==> src/rtl/page_walk_pkg.sv <==
package page_walk_pkg;

  // ------------------------------------------------------------------
  // Entry field positions
  // ------------------------------------------------------------------
  localparam int ENT_VALID = 0;
  localparam int ENT_WRITE_OK = 1;
  localparam int ENT_USER_OK = 2;
  localparam int ENT_TOUCHED = 5;
  localparam int ENT_WRITTEN = 6;
  localparam int ENT_OS_LO = 9;
  localparam int ENT_OS_HI = 11;

  // ------------------------------------------------------------------
  // Address split and sizes
  // ------------------------------------------------------------------
  localparam int PAGE_BYTES = 4096;
  localparam int PAGE_SHIFT = 12;
  localparam int INDEX_BITS = 10;
  localparam int FRAME_BITS = 20;
  localparam int DIR_IDX_LO = 22;
  localparam int TBL_IDX_LO = 12;
  localparam logic [1:0] ENTRY_WORD_PAD = 2'h0;
  localparam logic [11:0] PAGE_ZERO = 12'h000;

  // ------------------------------------------------------------------
  // Control register selects and reset values
  // ------------------------------------------------------------------
  localparam logic CR_SEL_FAULT_ADDR = 1'h0;
  localparam logic CR_SEL_DIR_BASE = 1'h1;
  localparam logic [31:0] FAULT_ADDR_RESET = 32'h0000_0000;
  localparam logic [19:0] DIR_BASE_RESET = 20'h0_0000;

  // ------------------------------------------------------------------
  // Page fault error code bits
  // ------------------------------------------------------------------
  localparam int ERR_PROT = 0;
  localparam int ERR_WRITE = 1;
  localparam int ERR_USER = 2;
  localparam int PAGE_FAULT_VECTOR = 14;

  // Walker states.
  typedef enum logic [2:0]
  {
    ST_IDLE,
    ST_DIR_RD,
    ST_DIR_CHK,
    ST_DIR_WR,
    ST_TBL_RD,
    ST_TBL_CHK,
    ST_TBL_WR
  } walk_state_t;

endpackage : page_walk_pkg

==> src/rtl/entry_check_if.sv <==
`timescale 1ns/10ps
interface entry_check_if;
  logic [31:0] entry;
  logic isTable;
  logic write;
  logic user;
  logic dirUser;
  logic dirWrite;
  logic present;
  logic allowed;
  logic needUpdate;
  logic [31:0] newEntry;

  modport walker
  (
    output entry, isTable, write, user, dirUser, dirWrite,
    input present, allowed, needUpdate, newEntry
  );

  modport judge
  (
    input entry, isTable, write, user, dirUser, dirWrite,
    output present, allowed, needUpdate, newEntry
  );
endinterface : entry_check_if

==> src/rtl/entry_check.sv <==
`timescale 1ns/10ps
module entry_check
  import page_walk_pkg::*;
(
  // Entry under test and access kind.
  entry_check_if.judge chk
);

  logic effUser;
  logic effWrite;

  // Effective rights are the weaker of directory and table rights.
  assign effUser = chk.dirUser & chk.entry[ENT_USER_OK];
  assign effWrite = chk.dirWrite & chk.entry[ENT_WRITE_OK];

  // Only the valid bit is looked at until the entry is known valid.
  assign chk.present = chk.entry[ENT_VALID];

  // Supervisor accesses pass; at the table level user ones need user rights, and write rights for a write.
  always_comb
  begin
    chk.allowed = 1'b1;
    if (chk.isTable && chk.user)
    begin
      chk.allowed = effUser & (effWrite | ~chk.write);
    end
  end

  // Touched is set on both levels, written only on a table write; the
  // operating system bits pass through unchanged.
  always_comb
  begin
    chk.newEntry = chk.entry;
    chk.newEntry[ENT_TOUCHED] = 1'b1;
    if (chk.isTable && chk.write)
    begin
      chk.newEntry[ENT_WRITTEN] = 1'b1;
    end
    chk.needUpdate = (chk.newEntry != chk.entry);
  end

endmodule : entry_check

==> src/rtl/two_level_page_translation.sv <==
`timescale 1ns/10ps
// Behaviour
// - Translate through a page directory then a page table, all 4K.
// - Each page fault writes the whole linear address to the fault register.
// - Directory base low twelve bits always read as zero.
// - Writing directory base, or a changing task switch, flushes cached entries.
// - Linear bits 31..22 index the directory from its base.
// - Linear bits 21..12 index the table named by the directory entry.
// - Physical address is table frame on top of linear bits 11..0.
// - Bit 0 set makes an entry usable; clear means never used.
// - With bit 0 clear, the other 31 bits are ignored.
// - Touched bit 5 set in both entries before any access.
// - Written bit 6 set in the table entry before any write.
// - Flag updates use a locked read-modify-write on the bus.
// - Entry bits 11..9 are neither interpreted nor changed.
// - Bit 2 is the user flag, bit 1 the write flag.
// - An invalid directory or table entry faults and stops the access.
// - Rights are the weaker of both levels; user level is checked.
// - Error code bit 0 protection, bit 1 write, bit 2 user.
module two_level_page_translation
  import page_walk_pkg::*;
(
  // Clock and reset.
  input wire logic clock,
  input wire logic sys_rst,
  // Translation request.
  input wire logic reqValid,
  input wire logic [31:0] reqLinAddr,
  input wire logic reqWrite,
  input wire logic reqUser,
  output logic reqReady,
  // Translation answer.
  output logic respValid,
  output logic [31:0] respPhysAddr,
  output logic respFault,
  output logic [15:0] respErrCode,
  // Control register access.
  input wire logic crWrite,
  input wire logic crSel,
  input wire logic [31:0] crWdata,
  output logic [31:0] crRdata,
  // Task switch loading a new directory base.
  input wire logic taskSwitch,
  input wire logic [31:0] taskDirBase,
  // Memory bus for table entries.
  output logic memReq,
  output logic [31:0] memAddr,
  output logic memWrite,
  output logic [31:0] memWdata,
  output logic memLock,
  input wire logic memAck,
  input wire logic [31:0] memRdata
);

  // ------------------------------------------------------------------
  // State
  // ------------------------------------------------------------------
  typedef struct packed
  {
    walk_state_t st;
    logic [31:0] lin;
    logic write;
    logic user;
    logic [31:0] entry;
    logic dirUser;
    logic dirWrite;
    logic [31:0] faultAddr;
    logic [19:0] dirBase;
    logic tlbValid;
    logic [19:0] tlbTag;
    logic [19:0] tlbFrame;
    logic tlbUser;
    logic tlbWr;
    logic tlbDirty;
    logic ready;
    logic respValid;
    logic [31:0] respPhys;
    logic respFault;
    logic [15:0] respErr;
    logic [31:0] crRdata;
    logic memReq;
    logic [31:0] memAddr;
    logic memWrite;
    logic [31:0] memWdata;
    logic memLock;
  } walk_regs_t;

  walk_regs_t s;
  walk_regs_t next_s;
  logic hit;
  logic hitOk;

  entry_check_if chkBus ();

  entry_check checkUnit
  (
    .chk(chkBus.judge)
  );

  // Feed the captured entry and access kind to the entry checker.
  always_comb
  begin
    chkBus.entry = s.entry;
    chkBus.isTable = (s.st == ST_TBL_CHK);
    chkBus.write = s.write;
    chkBus.user = s.user;
    chkBus.dirUser = s.dirUser;
    chkBus.dirWrite = s.dirWrite;
  end

  // A cached entry serves a request only when no flag update is due.
  assign hit = s.tlbValid && (s.tlbTag == reqLinAddr[31:PAGE_SHIFT]);
  assign hitOk = (!reqWrite || s.tlbDirty) &&
                 (!reqUser || (s.tlbUser && (s.tlbWr || !reqWrite)));

  // ------------------------------------------------------------------
  // Next state
  // ------------------------------------------------------------------
  always_comb
  begin
    next_s = s;
    next_s.respValid = 1'b0;
    next_s.crRdata = (crSel == CR_SEL_DIR_BASE) ?
                     {s.dirBase, PAGE_ZERO} : s.faultAddr;
    if (crWrite && crSel == CR_SEL_FAULT_ADDR)
    begin
      next_s.faultAddr = crWdata;
    end
    case (s.st)
      ST_IDLE:
      begin
        if (reqValid)
        begin
          next_s.ready = 1'b0;
          next_s.lin = reqLinAddr;
          next_s.write = reqWrite;
          next_s.user = reqUser;
          if (hit && hitOk)
          begin
            next_s.respValid = 1'b1;
            next_s.respFault = 1'b0;
            next_s.respPhys = {s.tlbFrame, reqLinAddr[11:0]};
            next_s.ready = 1'b1;
          end
          else
          begin
            // Directory entry word from base and top index.
            next_s.memReq = 1'b1;
            next_s.memWrite = 1'b0;
            next_s.memLock = 1'b1;
            next_s.memAddr = {s.dirBase, reqLinAddr[31:DIR_IDX_LO],
                              ENTRY_WORD_PAD};
            next_s.st = ST_DIR_RD;
          end
        end
      end
      ST_DIR_RD, ST_TBL_RD:
      begin
        if (memAck)
        begin
          next_s.memReq = 1'b0;
          next_s.entry = memRdata;
          next_s.st = (s.st == ST_DIR_RD) ? ST_DIR_CHK : ST_TBL_CHK;
        end
      end
      ST_DIR_CHK, ST_TBL_CHK:
      begin
        if (!chkBus.present || !chkBus.allowed)
        begin
          // Fault: no flag update, no access; address captured.
          next_s.memLock = 1'b0;
          next_s.respValid = 1'b1;
          next_s.respFault = 1'b1;
          next_s.respErr = '0;
          next_s.respErr[ERR_PROT] = chkBus.present;
          next_s.respErr[ERR_WRITE] = s.write;
          next_s.respErr[ERR_USER] = s.user;
          next_s.faultAddr = s.lin;
          next_s.ready = 1'b1;
          next_s.st = ST_IDLE;
        end
        else
        begin
          if (s.st == ST_DIR_CHK)
          begin
            next_s.dirUser = s.entry[ENT_USER_OK];
            next_s.dirWrite = s.entry[ENT_WRITE_OK];
          end
          else
          begin
            // Fill the cache with the table frame and weaker rights.
            next_s.tlbValid = 1'b1;
            next_s.tlbTag = s.lin[31:PAGE_SHIFT];
            next_s.tlbFrame = s.entry[31:PAGE_SHIFT];
            next_s.tlbUser = s.dirUser & s.entry[ENT_USER_OK];
            next_s.tlbWr = s.dirWrite & s.entry[ENT_WRITE_OK];
            next_s.tlbDirty = chkBus.newEntry[ENT_WRITTEN];
          end
          if (chkBus.needUpdate)
          begin
            // Write back under the lock held since the read.
            next_s.memReq = 1'b1;
            next_s.memWrite = 1'b1;
            next_s.memWdata = chkBus.newEntry;
            next_s.st = (s.st == ST_DIR_CHK) ? ST_DIR_WR : ST_TBL_WR;
          end
          else if (s.st == ST_DIR_CHK)
          begin
            // The table read takes the lock again for its own update.
            next_s.memReq = 1'b1;
            next_s.memWrite = 1'b0;
            next_s.memLock = 1'b1;
            next_s.memAddr = {s.entry[31:PAGE_SHIFT],
                              s.lin[21:TBL_IDX_LO], ENTRY_WORD_PAD};
            next_s.st = ST_TBL_RD;
          end
          else
          begin
            next_s.memLock = 1'b0;
            next_s.respValid = 1'b1;
            next_s.respFault = 1'b0;
            next_s.respPhys = {s.entry[31:PAGE_SHIFT], s.lin[11:0]};
            next_s.ready = 1'b1;
            next_s.st = ST_IDLE;
          end
        end
      end
      ST_DIR_WR:
      begin
        if (memAck)
        begin
          // Lock drops for one cycle between the two levels.
          next_s.memReq = 1'b0;
          next_s.memWrite = 1'b0;
          next_s.memLock = 1'b0;
          next_s.entry[ENT_TOUCHED] = 1'b1;
          next_s.st = ST_DIR_CHK;
        end
      end
      ST_TBL_WR:
      begin
        if (memAck)
        begin
          next_s.memReq = 1'b0;
          next_s.memWrite = 1'b0;
          next_s.memLock = 1'b0;
          next_s.respValid = 1'b1;
          next_s.respFault = 1'b0;
          next_s.respPhys = {s.entry[31:PAGE_SHIFT], s.lin[11:0]};
          next_s.ready = 1'b1;
          next_s.st = ST_IDLE;
        end
      end
      default:
      begin
        next_s.st = ST_IDLE;
        next_s.ready = 1'b1;
      end
    endcase
    // Base reloads come last so a flush beats a same-cycle fill.
    if (crWrite && crSel == CR_SEL_DIR_BASE)
    begin
      next_s.dirBase = crWdata[31:PAGE_SHIFT];
      next_s.tlbValid = 1'b0;
    end
    else if (taskSwitch && taskDirBase[31:PAGE_SHIFT] != s.dirBase)
    begin
      next_s.dirBase = taskDirBase[31:PAGE_SHIFT];
      next_s.tlbValid = 1'b0;
    end
  end

  // Register the whole state.
  always_ff @(posedge clock or posedge sys_rst)
  begin
    if (sys_rst)
    begin
      s <= '0;
      s.st <= ST_IDLE;
      s.ready <= 1'b1;
      s.faultAddr <= FAULT_ADDR_RESET;
      s.dirBase <= DIR_BASE_RESET;
    end
    else
    begin
      s <= next_s;
    end
  end

  // Outputs come straight from the state flops.
  assign reqReady = s.ready;
  assign respValid = s.respValid;
  assign respPhysAddr = s.respPhys;
  assign respFault = s.respFault;
  assign respErrCode = s.respErr;
  assign crRdata = s.crRdata;
  assign memReq = s.memReq;
  assign memAddr = s.memAddr;
  assign memWrite = s.memWrite;
  assign memWdata = s.memWdata;
  assign memLock = s.memLock;
endmodule : two_level_page_translation

==> config.mk <==
export PLATFORM = sky130hd
export DESIGN_NAME = two_level_page_translation
export DESIGN_NICKNAME = d
export VERILOG_FILES = /design/src/rtl/page_walk_pkg.sv /design/src/rtl/entry_check_if.sv /design/src/rtl/entry_check.sv /design/src/rtl/two_level_page_translation.sv
export SDC_FILE = /design/constraint.sdc
export NUM_CORES = 1
export LEC_CHECK = 0
export ABC_AREA = 0
export ABC_CLOCK_PERIOD_IN_PS = 10700
export BUFFER_PORTS_ARGS = -buffer_cell sky130_fd_sc_hd__clkbuf_2
export CORE_MARGIN = 4
export CORE_UTILIZATION = 58
export CTS_BUF_LIST = sky130_fd_sc_hd__clkbuf_4 sky130_fd_sc_hd__clkbuf_8
export DETAILED_ROUTE_END_ITERATION = 10
export GPL_TIMING_DRIVEN = 0
export PLACE_DENSITY = 0.87
export SETUP_SLACK_MARGIN = 0.05
export SYNTH_ARGS = -nofsm -noshare
export SYNTH_HDL_FRONTEND = slang
export SYNTH_HIERARCHICAL = 1
export SYNTH_SLANG_ARGS = --single-unit
==> constraint.sdc <==
create_clock -name clock -period 10.7 [get_ports clock]
set_input_delay 1.07 -clock clock [delete_from_list [all_inputs] [get_ports clock]]
set_output_delay 1.07 -clock clock [all_outputs]
set_load 0.02 [all_outputs]
# After elaboration in Yosys (flattened, before gate mapping)
# Index checks and enable logic that the tools add are counted.
[totals]
ff_bits = 304
in_bits = 137
word_cells = 161
[op_classes]
eq_ne = 26
n_mux = 53
n_bitwise = 9
n_reduce_logical = 46
[op_table]
columns = ["operator", "n"]
rows = [
  ["$mux 32", 7],
  ["$mux 35", 5],
  ["$mux 44", 3],
  ["$mux 34", 3],
  ["$pmux 34 s3", 1],
  ["$mux 66", 1],
  ["$pmux 32 s2", 1],
  ["$mux 21", 2],
  ["$mux 37", 1],
  ["$mux 3", 9],
  ["$reduce_and 6->1", 4],
  ["$eq 20x20->1", 1],
  ["$ne 2x2->1 const B", 10],
  ["$ne 20x20->1", 1],
  ["$pmux 3 s5", 1],
  ["$reduce_and 3->1", 5],
  ["$reduce_and 5->1", 3],
  ["$mux 1", 12],
  ["$reduce_bool 3->1", 4],
  ["$eq 3x3->1 const B", 3],
  ["$logic_and 1x1->1", 9],
  ["$pmux 1 s3", 3],
  ["$reduce_and 7->1", 1],
  ["$eq 3x2->1 const B", 2],
  ["21 further kinds", 42],
]

# Logic depth before layout (Yosys ltp)
[depth]
word_depth = 10
depth_mapped = 15
mapped_depth_nobuf = 13

# Hierarchy
# The synthesis kept the hierarchy.
[modules_own_cells]
columns = ["module", "instances", "cells_each", "area_each_um2", "seq_area_each_um2"]
rows = [
  ["two_level_page_translation", 1, 1364, 14432.6, 7558.5],
  ["entry_check", 1, 39, 282.8, 0.0],
]

# Least setup slack after synthesis
# No wires, ideal clock.
[synth_timing]
path_kind = "register to register"
from = "register s[315] in the netlist's numbering"
to = "register s (netlist bit memReq)"
setup_ns = 0.125
t_arrival_ns = 2.789
t_required_ns = 10.575
slack_ns = 7.786
path_stages_with_launch = 16
path_buffers = 2
path_cell_list = "dfrtp_1 > buf_4 > nand2b_4 > or2_1 > buf_6 > clkinv_4 > nand2_1 > o21ai_1 > inv_1 > ha_1 > nand3b_1 > nor2_1 > a21oi_1 > a221oi_1 > a21bo_2 > mux2_2"
[synth_via]
elab_chain_cells = 7
[synth_lines]
columns = ["item", "line_no", "source"]
rows = [
  ["start, declared", "two_level_page_translation.sv:88", "walk_regs_t s;"],
  ["start signal, assigned", "two_level_page_translation.sv:286", "s <= next_s;"],
  ["$eq 3x3->1 *", "two_level_page_translation.sv:104", "chkBus.isTable = (s.st == ST_TBL_CHK);"],
  ["via chkBus.isTable", "entry_check_if.sv:4", "logic isTable;"],
  ["$logic_and 1x1->1 *", "entry_check.sv:35", "if (chk.isTable && chk.write)"],
  ["$mux 1 *", "entry_check.sv:35", ""],
  ["$ne 2x2->1 *", "entry_check.sv:39", "chk.needUpdate = (chk.newEntry != chk.entry);"],
  ["via chkBus.needUpdate", "entry_check_if.sv:11", "logic needUpdate;"],
  ["$mux 1", "two_level_page_translation.sv:199", "if (chkBus.needUpdate)"],
  ["$mux 66", "two_level_page_translation.sv:168", "if (!chkBus.present || !chkBus.allowed)"],
  ["$pmux 1 s3", "two_level_page_translation.sv:129", "case (s.st)"],
]
# The timed path passes the listed nets; every way through them passes the cells marked *. The select of a mux whose other input is x is not followed.
# A chain may end at the register's enable or synchronous reset.

# Final worst setup path
# Same ends and word-level chain as after synthesis.

==> flow_metrics.tcl <==
set metrics [dict create \
    status "complete, no violations" \
    synthArstFlopShare_pct 100.0 \
    tightestPinTransition_ns 0.9189 \
    numCtsBuffers 49 \
    arrival_ns 3.92 \
    period_needed_ns 3.498 \
    die-area_um2 27980 \
    drv_slew 0 \
    worstPathCellList "buf_4 > nand2b_4 > or2_1 > buf_6 > clkinv_4 > nand2_1 > o21ai_1 > inv_1 > ha_1 > nand3b_1 > nor2_1 > a21oi_1 > a221oi_1 > a21bo_2 > mux2_2" \
    clkTransAtPathRegs_ns 0.06 \
    relSlewSlack_pct 38.27 \
    synth-main-ff-cell "dfrtp_1" \
    max_stage_delay_ns 0.47 \
    place_hpwl_um 29570 \
    ioPinCount 287 \
    dp.cells 2006 \
    die_y_um 167.3 \
    initial_core_util_pct 58.78 \
    tns_ns 0 \
    wl_um 39760 \
    clockBufferDepth 3 \
    clockRootBuffer "clkbuf_8" \
    slowest_stage "o21ai_1" \
    fillers 1880 \
    drv_cap 0 \
    finalNetCount 1868 \
    first_pass_iters 5 \
    via_count 11307 \
    hold_path.class "reg -> reg" \
    grt_pass1_wl_um 62400 \
    ys_types 63 \
    gp_congestion 0.9213 \
    path_class "reg -> reg" \
    netlist_area_um2 14720 \
    die_x_um 167.3 \
    irDropWorstVdd_mv 0.1554 \
    critPathRequiredTime_ns 11.12 \
    htreeDepth 2 \
    drt_drc_violations_left 0 \
    grt_setup_unrepaired "false" \
    yosysWarningCount 6 \
    cts_setup_buffers 0 \
    synth-edff-count 0 \
    rows 58 \
    crit_fanout 10 \
    grt_pass1_vias 11533 \
    yosysSeqAreaShare_pct 51.36 \
    wl_per_cell_um 19.03 \
    max_freq_mhz 285.9 \
    start_kind "flip-flop" \
    post_cts_resized 0 \
    final_antenna_net_count 0 \
    cts_tree "done" \
    antenna_cells 0 \
    finClkSkew_ns 0.02404 \
    synth_seq_cells 302 \
    synthCells 1403 \
    post-route-period-util_pct 32.69 \
    finalNonFillerCells 2089 \
    grt_start_max_net_pins 135 \
    grt_overflow 0 \
    portBuffers 257 \
    hold_buffers 0 \
    viasPerCell 5.413 \
    antenna_found_initial 1 \
    clkLatencyLatePin_ns 0.56 \
    drive_gt1_share_pct 39.68 \
    area_growth_pct 19.08 \
    synth.avg_cell_area_um2 10.49 \
    p_leak_nw 8.956 \
    power_density_nw_per_um2 290.7 \
    hold_viol_final 0 \
    fp.coreArea_um2 25040 \
    first_iter_violations 965 \
    finalSetupViolations 0 \
    clkSinkCount 302 \
    grt_usage_pct 27.92 \
    endpoint_kind "flip-flop" \
]
==> area by class of cell <==
cell class | count | area, µm² | area share [%]
inverter | 9 | 46.29 | 0.2642
tap | 330 | 412.9 | 2.356
buffer | 251 | 1660 | 9.475
sequential | 302 | 7559 | 43.13
clock inverter | 11 | 83.83 | 0.4784
multi-input combinational | 855 | 5510 | 31.45
timing repair buffer | 259 | 1341 | 7.654
clock buffer | 72 | 909.6 | 5.191
==> final timing paths <==
check | cells past startpoint | slack [ns] | startpoint | endpoint
setup / recovery | 15 | 7.20 | s[315]$_DFFE_PP0P_ | memReq$_DFFE_PP0P_
hold / removal | 2 | 0.48 | s[152]$_DFFE_PP0P_ | s[152]$_DFFE_PP0P_
setup reg to reg | 15 | 7.20 | s[315]$_DFFE_PP0P_ | memReq$_DFFE_PP0P_
hold reg to reg | 2 | 0.48 | s[152]$_DFFE_PP0P_ | s[152]$_DFFE_PP0P_
max in group asynchronous | 3 | 9.16 | sys_rst | respPhysAddr[9]$_DFFE_PP0P_
min in group asynchronous | 2 | 0.55 | sys_rst | memAddr[5]$_DFFE_PP0P_
==> power by group <==
part / switching (mW) / leakage [nW] / internal [mW]
registers: 0.337 / 3.76 / 1.60
clock network: 0.451 / 0.538 / 0.567
logic: 1.13 / 4.66 / 1.01
total: 1.92 / 8.96 / 3.17
==> cells by family after synthesis <==
| kind of cell | after synthesis | share of synthesized area [%] |
|---|---|---|
| compound gates | 171 | 7.457 |
| other cells | 2 | 0.05104 |
| simple gates | 419 | 11.64 |
| flops | 302 | 51.36 |
| buf+inv | 260 | 11.55 |
| fa+ha+maj | 4 | 0.3401 |
| mux | 204 | 15.16 |
| xor+xnor | 41 | 2.440 |
==> worst max-delay path, delay by kind of cell, from the launching register on <==
| kind | cells | cell delay, ns |
|---|---|---|
| buffers and inverters | 4 | 0.50 |
| flip-flops | 1 | 0.36 |
| adder cells (fa/ha/maj) | 1 | 0.21 |
| AND/OR/NAND/NOR | 5 | 0.95 |
| AO/OA/AOI/OAI | 4 | 1.11 |
| multiplexers | 1 | 0.26 |
==> per-layer routing <==
metal / share of wire, % / wire length, µm / global-route usage [%]
met4: 2.9 / 1158 / 8.786
met2: 49 / 19340 / 46.40
met1: 41 / 16130 / 37.39
met3: 7.9 / 3124 / 5.548
met5: 0.030 / 12 / 0
==> synthesized netlist by cell type, drive strengths merged, types with 4 or more instances <==
master | n | area [µm²]
a211oi | 5 | 37.54
a21oi | 42 | 221.5
a22o | 20 | 175.2
buf | 202 | 1476
clkbuf | 49 | 183.9
dfrtp | 301 | 7532
ha | 4 | 50.05
inv | 8 | 30.03
mux2 | 151 | 1700
mux2i | 53 | 530.5
nand2 | 326 | 1231
nand3 | 4 | 20.02
nand4 | 6 | 37.54
nor2 | 48 | 190.2
nor2b | 14 | 87.58
nor3 | 4 | 25.02
nor4 | 4 | 25.02
o21ai | 64 | 320.3
o2bb2ai | 15 | 131.4
xnor2 | 29 | 254.0
xor2 | 12 | 105.1
==> cells in the final DEF, fill, tap and decap left out, types with 4 or more instances in the layout <==
cell / synthesis / layout
clkinv_2: 0 / 9
o21ai_1: 7 / 7
buf_4: 179 / 179
clkbuf_1: 49 / 49
nand3_1: 4 / 4
buf_6: 4 / 4
xor2_1: 12 / 12
mux2_2: 146 / 146
mux2_1: 5 / 5
buf_1: 6 / 6
clkbuf_8: 0 / 59
nand4_1: 6 / 6
clkbuf_2: 0 / 257
inv_1: 7 / 6
nor2_1: 46 / 46
nor2b_1: 14 / 14
buf_2: 13 / 13
nand2_1: 325 / 325
a22o_1: 20 / 20
xnor2_1: 29 / 29
nor4_1: 4 / 4
o2bb2ai_1: 15 / 15
dfrtp_1: 301 / 301
clkbuf_4: 0 / 13
mux2i_1: 53 / 53
a211oi_1: 5 / 5
ha_1: 4 / 4
o21ai_0: 57 / 57
conb_1: 2 / 16
a21oi_1: 41 / 41
==> registers in the layout, summed over array words and instances, names as in the netlist, 3 cells and up <==
register	count
memAddr	30
chkBus.entry	32
crRdata	32
respPhysAddr	32
s	131
memWdata	32
respErrCode	3
==> metrics by stage <==
stage	worst slack, ns	power (mW)	hold WS (ns)	instance area [µm²]	utilization (%)
detailed placement	7.095	4.070	0.4630	16530	66.02
global route	6.982	5.388	0.4901	17520	69.99
floorplan	1.286	3.430	0.4436	14770	-
global placement	-1.825	3.981	0.4581	16470	65.77
CTS	7.253	5.100	0.4778	17520	69.99
finish	7.202	5.095	0.4762	17520	69.99
Note: power is estimated with default switching activity, not from simulation.
